$ cat config.mk
export PLATFORM = sky130hd
export DESIGN_NAME = subr_timer_decoder
export DESIGN_NICKNAME = d
export VERILOG_FILES = /design/src/design/subr_timer_pkg.sv /design/src/design/subr_timer_decoder.sv /design/src/design/counter_unit.sv
export SDC_FILE = /design/constraint.sdc
export NUM_CORES = 1
export LEC_CHECK = 0
export BUFFER_PORTS_ARGS = -buffer_cell sky130_fd_sc_hd__buf_2
export CAP_MARGIN = 40
export CORE_ASPECT_RATIO = 1.25
export CORE_UTILIZATION = 46
export CTS_CLUSTER_DIAMETER = 100
export DETAILED_ROUTE_END_ITERATION = 10
export RECOVER_POWER = 50
export SETUP_SLACK_MARGIN = 0.2
export SLEW_MARGIN = 20
export SYNTH_ARGS = -nofsm -noshare
export SYNTH_HDL_FRONTEND = slang
export SYNTH_SLANG_ARGS = --single-unit
export TNS_END_PERCENT = 1
$ cat constraint.sdc
create_clock -name clk_i -period 4.25 [get_ports clk_i]
set_clock_uncertainty 0.2 [all_clocks]
set_input_delay 0.2125 -clock clk_i [delete_from_list [all_inputs] [get_ports clk_i]]
set_output_delay 0.2125 -clock clk_i [all_outputs]
set_load 0.02 [all_outputs]
$ cat src/design/subr_timer_pkg.sv
// Purpose: shared constants and types for the subroutine/timer decoder
// Assumes: one machine cycle per clk_i edge
// Notes:   register offsets are byte addresses on a 32-bit bus
package subr_timer_pkg;

  // ==========================================================
  // opcodes and opcode patterns
  localparam logic [7:0] OP_IDLE        = 8'h00;
  localparam logic [7:0] OP_EXIT        = 8'h83;
  localparam logic [7:0] OP_EXIT_FLAGS  = 8'h93;
  localparam logic [7:0] OP_IRQ_EN      = 8'h25;
  localparam logic [7:0] OP_IRQ_DIS     = 8'h35;
  localparam logic [7:0] OP_READ_CNT    = 8'h42;
  localparam logic [7:0] OP_LOAD_CNT    = 8'h62;
  localparam logic [7:0] OP_HALT_CNT    = 8'h65;
  localparam logic [7:0] OP_EVENT_RUN   = 8'h45;
  localparam logic [7:0] OP_TIMER_RUN   = 8'h55;
  localparam logic [7:0] OP_SUM_IMM     = 8'h03;
  localparam logic [7:0] OP_SUMC_IMM    = 8'h13;
  localparam logic [7:0] OP_DEC_ADJ     = 8'h57;
  localparam logic [7:0] PAGE_MASK      = 8'h1F;
  localparam logic [7:0] CALL_PAT       = 8'h14;
  localparam logic [7:0] JUMP_PAT       = 8'h04;
  localparam logic [7:0] BTEST_PAT      = 8'h12;

  // ==========================================================
  // operand field codes
  localparam logic [3:0] REG_DIRECT_MIN = 4'h8;
  localparam logic [3:0] REG_IND_MAX    = 4'h1;
  localparam logic [3:0] PORT1_CODE     = 4'h9;
  localparam logic [3:0] PORT2_CODE     = 4'hA;
  localparam logic [3:0] EXP_PORT_MIN   = 4'hC;
  localparam logic [3:0] BCD_MAX        = 4'h9;
  localparam logic [3:0] BCD_FIX        = 4'h6;

  // ==========================================================
  // flags word bits and timing
  localparam int unsigned PSW_CY        = 7;
  localparam int unsigned PSW_AC        = 6;
  localparam int unsigned TIMER_DIV     = 32;
  localparam int unsigned IP_W          = 12;

  // ==========================================================
  // register map (byte addresses)
  localparam logic [7:0] ADR_INSN       = 8'h00;
  localparam logic [7:0] ADR_ACC        = 8'h04;
  localparam logic [7:0] ADR_IP         = 8'h08;
  localparam logic [7:0] ADR_FLAGS      = 8'h0C;
  localparam logic [7:0] ADR_STACK_IDX  = 8'h10;
  localparam logic [7:0] ADR_STATUS     = 8'h14;
  localparam logic [7:0] ADR_COUNT      = 8'h18;
  localparam logic [7:0] ADR_DECODE     = 8'h1C;
  localparam int unsigned ST_BUSY       = 0;
  localparam int unsigned ST_PEND       = 1;
  localparam int unsigned ST_BANK       = 5;

  // ==========================================================
  // types
  typedef enum logic [1:0] {
    CNT_STOP  = 2'b00,
    CNT_TIMER = 2'b01,
    CNT_EVENT = 2'b10
  } counter_mode_e;

  typedef enum logic [1:0] {
    ST_IDLE   = 2'b00,
    ST_FIRST  = 2'b01,
    ST_SECOND = 2'b10
  } exec_state_e;

  typedef struct packed {
    logic [3:0]      flags;
    logic [IP_W-1:0] ip;
  } stack_slot_s;

  typedef struct packed {
    logic       reg_valid;
    logic       reg_indirect;
    logic [2:0] reg_num;
    logic       port_valid;
    logic [2:0] port_num;
    logic [2:0] bit_num;
    logic [2:0] page;
    logic       page_call;
  } field_decode_s;

endpackage

$ cat src/design/subr_timer_decoder.sv
// Purpose: executes subroutine, timer/counter and flag-side-effect opcodes
// Assumes: classic Wishbone slave, one machine cycle per clock
// Notes:   an opcode enters through the instruction register write
//
// Implementation choices: the register addresses and the Wishbone interface to the registers.
`timescale 1ns/10ps
module subr_timer_decoder #(
  parameter int unsigned STACK_DEPTH = 8,
  parameter int unsigned CNT_W       = 8
) (
  input  wire logic        clk_i,
  input  wire logic        rst_i,
  input  wire logic [7:0]  adr_i,
  input  wire logic [31:0] dat_i,
  input  wire logic [3:0]  sel_i,
  input  wire logic        we_i,
  input  wire logic        cyc_i,
  input  wire logic        stb_i,
  input  wire logic        event_count_i,
  output logic      [31:0] dat_o,
  output logic             ack_o,
  output logic             counter_irq_o
);

  localparam int unsigned SW = $clog2(STACK_DEPTH);
  localparam int unsigned IW = subr_timer_pkg::IP_W;

  subr_timer_pkg::exec_state_e   state_r;
  subr_timer_pkg::counter_mode_e mode_r;
  subr_timer_pkg::stack_slot_s   stack_mem [STACK_DEPTH];
  subr_timer_pkg::field_decode_s dec;
  logic [7:0]       op1_r;
  logic [7:0]       op2_r;
  logic [7:0]       acc_r;
  logic [7:0]       flags_r;
  logic [IW-1:0]    ip_r;
  logic [SW-1:0]    sidx_r;
  logic             bank_r;
  logic             irq_en_r;
  logic             pend_r;
  logic [CNT_W-1:0] count;
  logic             overflow;
  logic             req;
  logic             wr_go;
  logic             idle;
  logic             insn_go;
  logic             first;
  logic             second;
  logic             is_call;
  logic             is_jump;
  logic             is_btest;
  logic             is_exit;
  logic             is_alu;
  logic             two_cycle;
  logic [31:0]      wr_val;
  logic [31:0]      ip_merged;
  logic [7:0]       addend;
  logic             cin;
  logic [8:0]       sum9;
  logic [4:0]       low5;
  logic             lo_fix;
  logic             hi_fix;

  // ==========================================================
  // helpers

  // byte-lane merge for writes
  function automatic logic [31:0] lane_merge(input logic [31:0] old_v,
                                             input logic [31:0] new_v,
                                             input logic [3:0]  sel);
    logic [31:0] r;
    r = old_v;
    for (int i = 0; i < 4; i++) begin
      if (sel[i]) begin
        r[i*8 +: 8] = new_v[i*8 +: 8];
      end
    end
    return r;
  endfunction

  // operand field decode shared by register, port, bit and page users
  function automatic subr_timer_pkg::field_decode_s field_dec(input logic [7:0] op);
    subr_timer_pkg::field_decode_s d;
    d              = '0;
    d.reg_valid    = (op[3:0] >= subr_timer_pkg::REG_DIRECT_MIN) ||
                     (op[3:0] <= subr_timer_pkg::REG_IND_MAX);
    d.reg_indirect = (op[3:0] <= subr_timer_pkg::REG_IND_MAX);
    d.reg_num      = d.reg_indirect ? {2'b00, op[0]} : op[2:0];
    d.port_valid   = (op[3:0] == subr_timer_pkg::PORT1_CODE) ||
                     (op[3:0] == subr_timer_pkg::PORT2_CODE) ||
                     (op[3:0] >= subr_timer_pkg::EXP_PORT_MIN);
    d.port_num     = (op[3:0] >= subr_timer_pkg::EXP_PORT_MIN) ? {1'b1, op[1:0]}
                                                               : {1'b0, op[1:0]};
    d.bit_num      = op[7:5];
    d.page         = op[7:5];
    d.page_call    = op[4];
    return d;
  endfunction

  // ==========================================================
  // bus handshake and opcode classes
  assign req      = cyc_i && stb_i;
  assign wr_go    = req && we_i && ack_o; // write lands on the edge ack is sampled
  assign idle     = (state_r == subr_timer_pkg::ST_IDLE);
  assign insn_go  = wr_go && idle && adr_i == subr_timer_pkg::ADR_INSN;
  assign first    = (state_r == subr_timer_pkg::ST_FIRST);
  assign second   = (state_r == subr_timer_pkg::ST_SECOND);
  assign wr_val   = dat_i;
  assign ip_merged = lane_merge({20'h00000, ip_r}, wr_val, sel_i); // a call result cannot be sliced
  assign dec      = field_dec(op1_r);
  assign is_call  = (op1_r & subr_timer_pkg::PAGE_MASK) == subr_timer_pkg::CALL_PAT;
  assign is_jump  = (op1_r & subr_timer_pkg::PAGE_MASK) == subr_timer_pkg::JUMP_PAT;
  assign is_btest = (op1_r & subr_timer_pkg::PAGE_MASK) == subr_timer_pkg::BTEST_PAT;
  assign is_exit  = (op1_r == subr_timer_pkg::OP_EXIT) ||
                    (op1_r == subr_timer_pkg::OP_EXIT_FLAGS);
  assign is_alu   = (op1_r == subr_timer_pkg::OP_SUM_IMM) ||
                    (op1_r == subr_timer_pkg::OP_SUMC_IMM);
  assign two_cycle = is_call || is_jump || is_btest || is_exit || is_alu;

  // ==========================================================
  // adder shared by sum, sum with carry and decimal adjust
  assign lo_fix = (acc_r[3:0] > subr_timer_pkg::BCD_MAX) || flags_r[subr_timer_pkg::PSW_AC];
  assign hi_fix = (acc_r[7:4] > subr_timer_pkg::BCD_MAX) || flags_r[subr_timer_pkg::PSW_CY];
  always_comb begin
    if (op1_r == subr_timer_pkg::OP_DEC_ADJ) begin
      addend = {hi_fix ? subr_timer_pkg::BCD_FIX : 4'h0,
                lo_fix ? subr_timer_pkg::BCD_FIX : 4'h0};
      cin    = 1'b0;
    end else begin
      addend = op2_r;
      cin    = (op1_r == subr_timer_pkg::OP_SUMC_IMM) && flags_r[subr_timer_pkg::PSW_CY];
    end
  end
  assign sum9 = {1'b0, acc_r} + {1'b0, addend} + {8'h00, cin};
  assign low5 = {1'b0, acc_r[3:0]} + {1'b0, addend[3:0]} + {4'h0, cin};

  // ==========================================================
  // Wishbone slave: ack one cycle after the request, dropped next cycle
  always_ff @(posedge clk_i) begin
    if (rst_i) begin
      ack_o <= 1'b0;
    end else begin
      ack_o <= req && !ack_o;
    end
  end

  // read data registered with ack; unmapped offsets read zero
  always_ff @(posedge clk_i) begin
    if (rst_i) begin
      dat_o <= '0;
    end else if (req && !ack_o) begin
      case (adr_i)
        subr_timer_pkg::ADR_INSN:      dat_o <= {16'h0000, op2_r, op1_r};
        subr_timer_pkg::ADR_ACC:       dat_o <= {24'h000000, acc_r};
        subr_timer_pkg::ADR_IP:        dat_o <= {20'h00000, ip_r};
        subr_timer_pkg::ADR_FLAGS:     dat_o <= {24'h000000, flags_r};
        subr_timer_pkg::ADR_STACK_IDX: dat_o <= {(32-SW)'(0), sidx_r};
        subr_timer_pkg::ADR_STATUS:    dat_o <= {26'h0000000, bank_r, mode_r, irq_en_r,
                                                 pend_r, !idle};
        subr_timer_pkg::ADR_COUNT:     dat_o <= {(32-CNT_W)'(0), count};
        subr_timer_pkg::ADR_DECODE:    dat_o <= {16'h0000, dec};
        default:                       dat_o <= '0;
      endcase
    end
  end

  // ==========================================================
  // execution sequencer: opcode latched, one or two machine cycles
  always_ff @(posedge clk_i) begin
    if (rst_i) begin
      state_r <= subr_timer_pkg::ST_IDLE;
    end else begin
      case (state_r)
        subr_timer_pkg::ST_IDLE:   if (insn_go) begin
          state_r <= subr_timer_pkg::ST_FIRST;
        end
        subr_timer_pkg::ST_FIRST:  state_r <= two_cycle ? subr_timer_pkg::ST_SECOND
                                                        : subr_timer_pkg::ST_IDLE;
        subr_timer_pkg::ST_SECOND: state_r <= subr_timer_pkg::ST_IDLE;
        default:                   state_r <= subr_timer_pkg::ST_IDLE;
      endcase
    end
  end

  // opcode bytes; writes while busy are dropped
  always_ff @(posedge clk_i) begin
    if (rst_i) begin
      op1_r <= subr_timer_pkg::OP_IDLE;
      op2_r <= 8'h00;
    end else if (insn_go) begin
      if (sel_i[0]) begin
        op1_r <= wr_val[7:0];
      end
      if (sel_i[1]) begin
        op2_r <= wr_val[15:8];
      end
    end
  end

  // instruction pointer
  always_ff @(posedge clk_i) begin
    if (rst_i) begin
      ip_r <= '0;
    end else if (idle && wr_go && adr_i == subr_timer_pkg::ADR_IP) begin
      ip_r <= ip_merged[IW-1:0];
    end else if (first && !two_cycle) begin
      ip_r <= ip_r + 1'b1;
    end else if (second) begin
      if (is_call) begin
        ip_r <= {bank_r, op1_r[7:5], op2_r};
      end else if (is_jump) begin
        ip_r <= {ip_r[IW-1], op1_r[7:5], op2_r};
      end else if (is_btest && acc_r[dec.bit_num]) begin
        ip_r <= {ip_r[IW-1:8], op2_r};
      end else if (is_exit) begin
        ip_r <= stack_mem[sidx_r].ip;
      end else begin
        ip_r <= ip_r + IW'(2);
      end
    end
  end

  // stack index: up on call, down on either exit
  always_ff @(posedge clk_i) begin
    if (rst_i) begin
      sidx_r <= '0;
    end else if (idle && wr_go && adr_i == subr_timer_pkg::ADR_STACK_IDX && sel_i[0]) begin
      sidx_r <= wr_val[SW-1:0];
    end else if (first && is_call) begin
      sidx_r <= sidx_r + 1'b1;
    end else if (first && is_exit) begin
      sidx_r <= sidx_r - 1'b1;
    end
  end

  // stack slots hold return address and upper flag nibble
  always_ff @(posedge clk_i) begin
    if (first && is_call) begin
      stack_mem[sidx_r] <= '{flags: flags_r[7:4], ip: ip_r + IW'(2)};
    end
  end

  // accumulator
  always_ff @(posedge clk_i) begin
    if (rst_i) begin
      acc_r <= 8'h00;
    end else if (idle && wr_go && adr_i == subr_timer_pkg::ADR_ACC && sel_i[0]) begin
      acc_r <= wr_val[7:0];
    end else if (first && op1_r == subr_timer_pkg::OP_READ_CNT) begin
      acc_r <= count[7:0];
    end else if (first && (is_alu || op1_r == subr_timer_pkg::OP_DEC_ADJ)) begin
      acc_r <= sum9[7:0];
    end
  end

  // flags word: carry and aux carry from the adder, nibble from the stack
  always_ff @(posedge clk_i) begin
    if (rst_i) begin
      flags_r <= 8'h00;
    end else if (idle && wr_go && adr_i == subr_timer_pkg::ADR_FLAGS && sel_i[0]) begin
      flags_r <= wr_val[7:0];
    end else if (first && (is_alu || op1_r == subr_timer_pkg::OP_DEC_ADJ)) begin
      flags_r[subr_timer_pkg::PSW_CY] <= sum9[8];
      flags_r[subr_timer_pkg::PSW_AC] <= low5[4];
    end else if (second && op1_r == subr_timer_pkg::OP_EXIT_FLAGS) begin
      flags_r[7:4] <= stack_mem[sidx_r].flags;
    end
  end

  // bank flag feeds call target bit 11
  always_ff @(posedge clk_i) begin
    if (rst_i) begin
      bank_r <= 1'b0;
    end else if (wr_go && adr_i == subr_timer_pkg::ADR_STATUS && sel_i[0]) begin
      bank_r <= wr_val[subr_timer_pkg::ST_BANK];
    end
  end

  // ==========================================================
  // counter control
  always_ff @(posedge clk_i) begin
    if (rst_i) begin
      mode_r <= subr_timer_pkg::CNT_STOP;
    end else if (first) begin
      case (op1_r)
        subr_timer_pkg::OP_HALT_CNT:  mode_r <= subr_timer_pkg::CNT_STOP;
        subr_timer_pkg::OP_EVENT_RUN: mode_r <= subr_timer_pkg::CNT_EVENT;
        subr_timer_pkg::OP_TIMER_RUN: mode_r <= subr_timer_pkg::CNT_TIMER;
        default:                      mode_r <= mode_r;
      endcase
    end
  end

  // interrupt enable for counter overflow
  always_ff @(posedge clk_i) begin
    if (rst_i) begin
      irq_en_r <= 1'b0;
    end else if (first && op1_r == subr_timer_pkg::OP_IRQ_EN) begin
      irq_en_r <= 1'b1;
    end else if (first && op1_r == subr_timer_pkg::OP_IRQ_DIS) begin
      irq_en_r <= 1'b0;
    end
  end

  // pending overflow; a new overflow wins over a software clear
  always_ff @(posedge clk_i) begin
    if (rst_i) begin
      pend_r <= 1'b0;
    end else if (overflow && irq_en_r) begin
      pend_r <= 1'b1;
    end else if (wr_go && adr_i == subr_timer_pkg::ADR_STATUS && sel_i[0] &&
                 wr_val[subr_timer_pkg::ST_PEND]) begin
      pend_r <= 1'b0;
    end
  end

  // request output; disabling masks a request still pending
  always_ff @(posedge clk_i) begin
    if (rst_i) begin
      counter_irq_o <= 1'b0;
    end else begin
      counter_irq_o <= pend_r && irq_en_r;
    end
  end

  counter_unit #(
    .CNT_W (CNT_W)
  ) u_counter (
    .clk_i      (clk_i),
    .rst_i      (rst_i),
    .mode_i     (mode_r),
    .load_i     (first && op1_r == subr_timer_pkg::OP_LOAD_CNT),
    .load_val_i (CNT_W'(acc_r)),
    .event_i    (event_count_i),
    .count_o    (count),
    .overflow_o (overflow)
  );

endmodule

$ cat src/design/counter_unit.sv
// Purpose: 8-bit timer / event counter with load and overflow pulse
// Assumes: event input already synchronous to clk_i
// Notes:   prescaler restarts whenever timer mode is left
`timescale 1ns/10ps
module counter_unit #(
  parameter int unsigned CNT_W = 8,
  parameter int unsigned DIV   = subr_timer_pkg::TIMER_DIV
) (
  input  wire logic                          clk_i,
  input  wire logic                          rst_i,
  input  wire subr_timer_pkg::counter_mode_e mode_i,
  input  wire logic                          load_i,
  input  wire logic [CNT_W-1:0]              load_val_i,
  input  wire logic                          event_i,
  output logic      [CNT_W-1:0]              count_o,
  output logic                               overflow_o
);

  localparam int unsigned PW = $clog2(DIV);
  localparam logic [PW-1:0] PRE_LAST = PW'(DIV - 1);

  logic [PW-1:0] pre_r;
  logic          event_q_r;
  logic          step;

  // ==========================================================
  // advance conditions
  assign step = (mode_i == subr_timer_pkg::CNT_TIMER && pre_r == PRE_LAST) ||
                (mode_i == subr_timer_pkg::CNT_EVENT && event_i && !event_q_r);

  // prescaler, one tick per machine cycle
  always_ff @(posedge clk_i) begin
    if (rst_i || mode_i != subr_timer_pkg::CNT_TIMER) begin
      pre_r <= '0;
    end else begin
      pre_r <= pre_r + 1'b1;
    end
  end

  // previous event level for rising edge
  always_ff @(posedge clk_i) begin
    if (rst_i) begin
      event_q_r <= 1'b0;
    end else begin
      event_q_r <= event_i;
    end
  end

  // count; a load beats a step in the same cycle
  always_ff @(posedge clk_i) begin
    if (rst_i) begin
      count_o <= '0;
    end else if (load_i) begin
      count_o <= load_val_i;
    end else if (step) begin
      count_o <= count_o + 1'b1;
    end
  end

  // wrap from all ones to zero
  always_ff @(posedge clk_i) begin
    if (rst_i) begin
      overflow_o <= 1'b0;
    end else begin
      overflow_o <= step && !load_i && (&count_o);
    end
  end

endmodule

==> reports/metrics.csv <==
stage;metric;value;unit
critical_path;flop2flop setup slack;0.61;ns
sta;maximum clock frequency;268;MHz
layout;Core Util, Final;53.0;%
place;pre-CTS WS;0.618;ns
sta;ratio of final minimum period to clock period;87.7;%
job;number of violations of the max-capacitance limit;1;
critical_path;Critical Path Start;adr_i[1];
critical_path;CP Max Fanout;12;
power_and_ir_drop;cell leakage power;0.00418;uW
logic_synthesis;register bit count reported by yosys;218;
sta;total count of hold-check failures in the final report;0;
critical_path;chain of cells forming the critical path;dlygate4sd3_1, clkbuf_1, nor3_1, and3_1, nand2_2, nand2_1, nor2_1, mux2_2, a2111oi_2;
power_and_ir_drop;part of the power in the clock network;46.9;%
cts;CTS Root Buffer Type;sky130_fd_sc_hd__clkbuf_16;
critical_path;endpoint of the most critical register-to-register path;acc_r[6];
worst_hold_path;min-delay worst type;in -> reg;
status;violated checks;capacitance limit, slew limit;
routing;DRC;0;
sta;Slew HR;-2.68;%
layout;Post-Layout Cell Count;1322;
logic_synthesis;Post-Syn Area;10800;sq um
layout;number of filler cells placed in the layout;2038;
critical_path;Crit path arrival time;3.92;ns
floorplanning;Die X-Extent;139;um
cts;register clock-pin slew on the reported worst setup and hold paths;0.06;ns
logic_synthesis;synthesized area per cell;11.2;sq um
sta;final setup margin;0.521;ns
sta;unrepaired setup endpoints after global routing;no;
routing;Routed Wire Length;30.1;mm
cts;clock latency at the later pin of the worst-skew pair;0.51;ns
layout;most common library cell in the layout ignoring fill and taps;sky130_fd_sc_hd__edfxtp_1;
logic_synthesis;Unique masters post-synth;84;
layout;Layout Nets;1083;
routing;starting DRC count in detailed routing;648;
power_and_ir_drop;power density over the cells;358;nW/um^2
critical_path;critical path startpoint category;input pin;
cts;CTS buffer count;22;
layout;fraction of layout instances using a drive strength above 1;16.0;%
logic_synthesis;Warnings, synthesis;0;
place;total of buffers placed on input and output ports;49;
layout;layout overhead on the synthesized area;13.0;%
grt;wire length of the first global-routing pass;46.2;mm
cts;Post-CTS Repair Setup Buffers;0;
sta;Final Max Slew Viols;34;
status;status;complete, but fails checks;
floorplanning;core region area;23000;sq um
place;Placed Cells incl. Taps;1259;
routing;detailed-route via count;8041;
routing;post-detailed-route via-to-cell ratio;6.08;
critical_path;launch instance of the worst register-to-register path;op1_r[7];
cts;count of H-tree levels built during CTS;1;
sta;final setup violating endpoints;0;
sta;post-layout min period;3.73;ns
logic_synthesis;number of enable-type register cells in the synthesized netlist;128;
grt;Global Route Usage Sum;25.3;%
layout;Inserted Diodes;0;
sta;transition at the pin with the smallest max-transition slack;1.54;ns
logic_synthesis;area share of the leading cell type in the synthesized netlist;35.7;%
power_and_ir_drop;Power Total;4360;uW
worst_hold_path;Hold Path Stages;3;
routing;drt pass-1 iters;8;
floorplanning;effective utilization at floorplan;46.9;%
logic_synthesis;prevailing post-synth register cell;sky130_fd_sc_hd__edfxtp_1;
power_and_ir_drop;combinational power share;2.4;%
power_and_ir_drop;switching share of power;20.2;%
critical_path;kind of critical path;in -> reg;
worst_hold_path;hold endpoint;dat_o[1];
floorplanning;Die Height;173;um
layout;commonest non-fill, non-tap cells in the layout;128 x sky130_fd_sc_hd__edfxtp_1, 91 x sky130_fd_sc_hd__nand2_1, 89 x sky130_fd_sc_hd__dfxtp_1;
critical_path;depth of the worst register-to-register path;13;
critical_path;required time at the worst-slack endpoint;4.44;ns
sta;final-layout setup total negative slack;0;ns
power_and_ir_drop;switching power;883;uW
grt;grt ovf;0;
cts;clock tree from TritonCTS;yes;
critical_path;crit path capture type;register;
grt;number of antenna violations at the first check in global routing;0;
logic_synthesis;most area-consuming cells after synthesis;sky130_fd_sc_hd__edfxtp_1 36%, sky130_fd_sc_hd__dfxtp_1 17%, sky130_fd_sc_hd__mux4_2 6.9%;
routing;number of nets still failing antenna checks after routing;0;
cts;buffer levels on the longest clock path;3;
floorplanning;Ports;84;
power_and_ir_drop;part of the power in registers;50.7;%
logic_synthesis;gate count after technology mapping;959;
grt;maximum number of pins on one net before global-route repair;44;
place;Routability Congestion;0.942;
power_and_ir_drop;Max VDD drop;0.348;mV
logic_synthesis;fraction of registers with async set or reset after synthesis;0;%
place;half-perimeter wire length after placement;21.3;mm
floorplanning;Total Die Area;24100;sq um
floorplanning;number of placement rows;62;
cts;clk sink count;218;
logic_synthesis;biggest area consumer among synthesized cells;sky130_fd_sc_hd__edfxtp_1;
routing;Routed wire per std cell;22.8;um
grt;via count of the first global-routing pass;7871;
power_and_ir_drop;cell internal pwr;3480;uW
critical_path;delay of the slowest cell on the worst path;1.01;ns
worst_hold_path;source of the worst hold timing path;adr_i[2];
logic_synthesis;sequential-to-total area share from yosys stat;52.4;%
critical_path;Crit-path slowest cell;sky130_fd_sc_hd__nor3_1;
## how the worst max path moves through the flow
stage                            to  depth (start not counted)
finish                      ip_r[0]                          9
global route               acc_r[6]                         13
CTS                        acc_r[6]                         13
detailed placement         acc_r[6]                         13
global placement           acc_r[6]                         13
floorplan           stack_mem[0][0]                          6
## Yosys cell counts (17+ instances only)
cell / count
sky130_fd_sc_hd__dfxtp_1: 90
sky130_fd_sc_hd__nand2_1: 91
sky130_fd_sc_hd__a22oi_1: 26
sky130_fd_sc_hd__buf_2: 17
sky130_fd_sc_hd__edfxtp_1: 128
sky130_fd_sc_hd__buf_4: 20
sky130_fd_sc_hd__mux2i_1: 19
sky130_fd_sc_hd__mux4_2: 33
sky130_fd_sc_hd__nand3_1: 32
sky130_fd_sc_hd__o21ai_0: 37
sky130_fd_sc_hd__a21oi_1: 64
sky130_fd_sc_hd__clkbuf_1: 34
sky130_fd_sc_hd__nor2_1: 77
## cell families after synthesis
group | Yosys count | share of synthesized area, %
simple gates | 314 | 14.9
mux | 57 | 9.18
fa+ha+maj | 15 | 1.95
xor+xnor | 29 | 2.36
other cells | 1 | 0.0348
buf+inv | 96 | 4.65
compound gates | 229 | 14.6
flops | 218 | 52.4
## through the flow
step                      hold WS (ns)  instance area, sq um
after CTS                       0.0466                 12200
after detailed placement         0.237                 11200
after global routing            0.0980                 12200
final                           0.0505                 12200
after global placement           0.230                 11200
after floorplan                  0.141                 10800
## flip-flops by register name (all words and copies together) (netlist names), named ones only
name and count:
bank_r 1, u_counter.overflow_o 1, pend_r 1, op2_r 8, ip_r 12, mode_r 2
op1_r 8, u_counter.pre_r 5, ack_o 1, state_r 2, stack_mem 128, acc_r 8
dat_o 16, counter_irq_o 1, sidx_r 3, irq_en_r 1, u_counter.event_q_r 1, u_counter.count_o 8
flags_r 8
## critical path, delay by kind of cell
kind	cells	cell delay, ns
AND/OR/NAND/NOR	5	2.37
multiplexers	1	0.30
buffers and inverters	2	0.70
AO/OA/AOI/OAI	1	0.32
## routing by layer
metal  vias to the layer above  part of all wire, %  track usage [%]
li1                       3698                    -                -
met1                      3910                   39             30.9
met2                       333                   50             44.2
met3                       100                  6.2             3.32
met4                         0                  4.9             12.3
met5                         -                    0                0
## power groups by stage
stage	clock [uW]	sequential (uW)	combinational [uW]
5_1_grt	2150	2210	109
4_1_cts	2080	2210	104
3_3_place_gp	0	2260	88.9
2_1_floorplan	0	2260	57.9
6_report	2050	2210	104
3_5_place_dp	0	2260	88.2
## area by class of cell
| type | count | area [sq um] | share of cell area (%) |
|---|---|---|---|
| clock buffer | 29 | 598 | 4.91 |
| clock inverter | 11 | 165 | 1.36 |
| inverter | 15 | 56.3 | 0.462 |
| multi-input combinational | 660 | 4700 | 38.6 |
| sequential | 218 | 5650 | 46.4 |
| tap | 288 | 360 | 2.96 |
| timing repair buffer | 101 | 648 | 5.32 |
## timing repair
item	CTS	global route
resized for setup	0	0
hold endpoints to repair	40	0
hold buffers	22	0
Note: power is estimated with default switching activity, not from simulation.
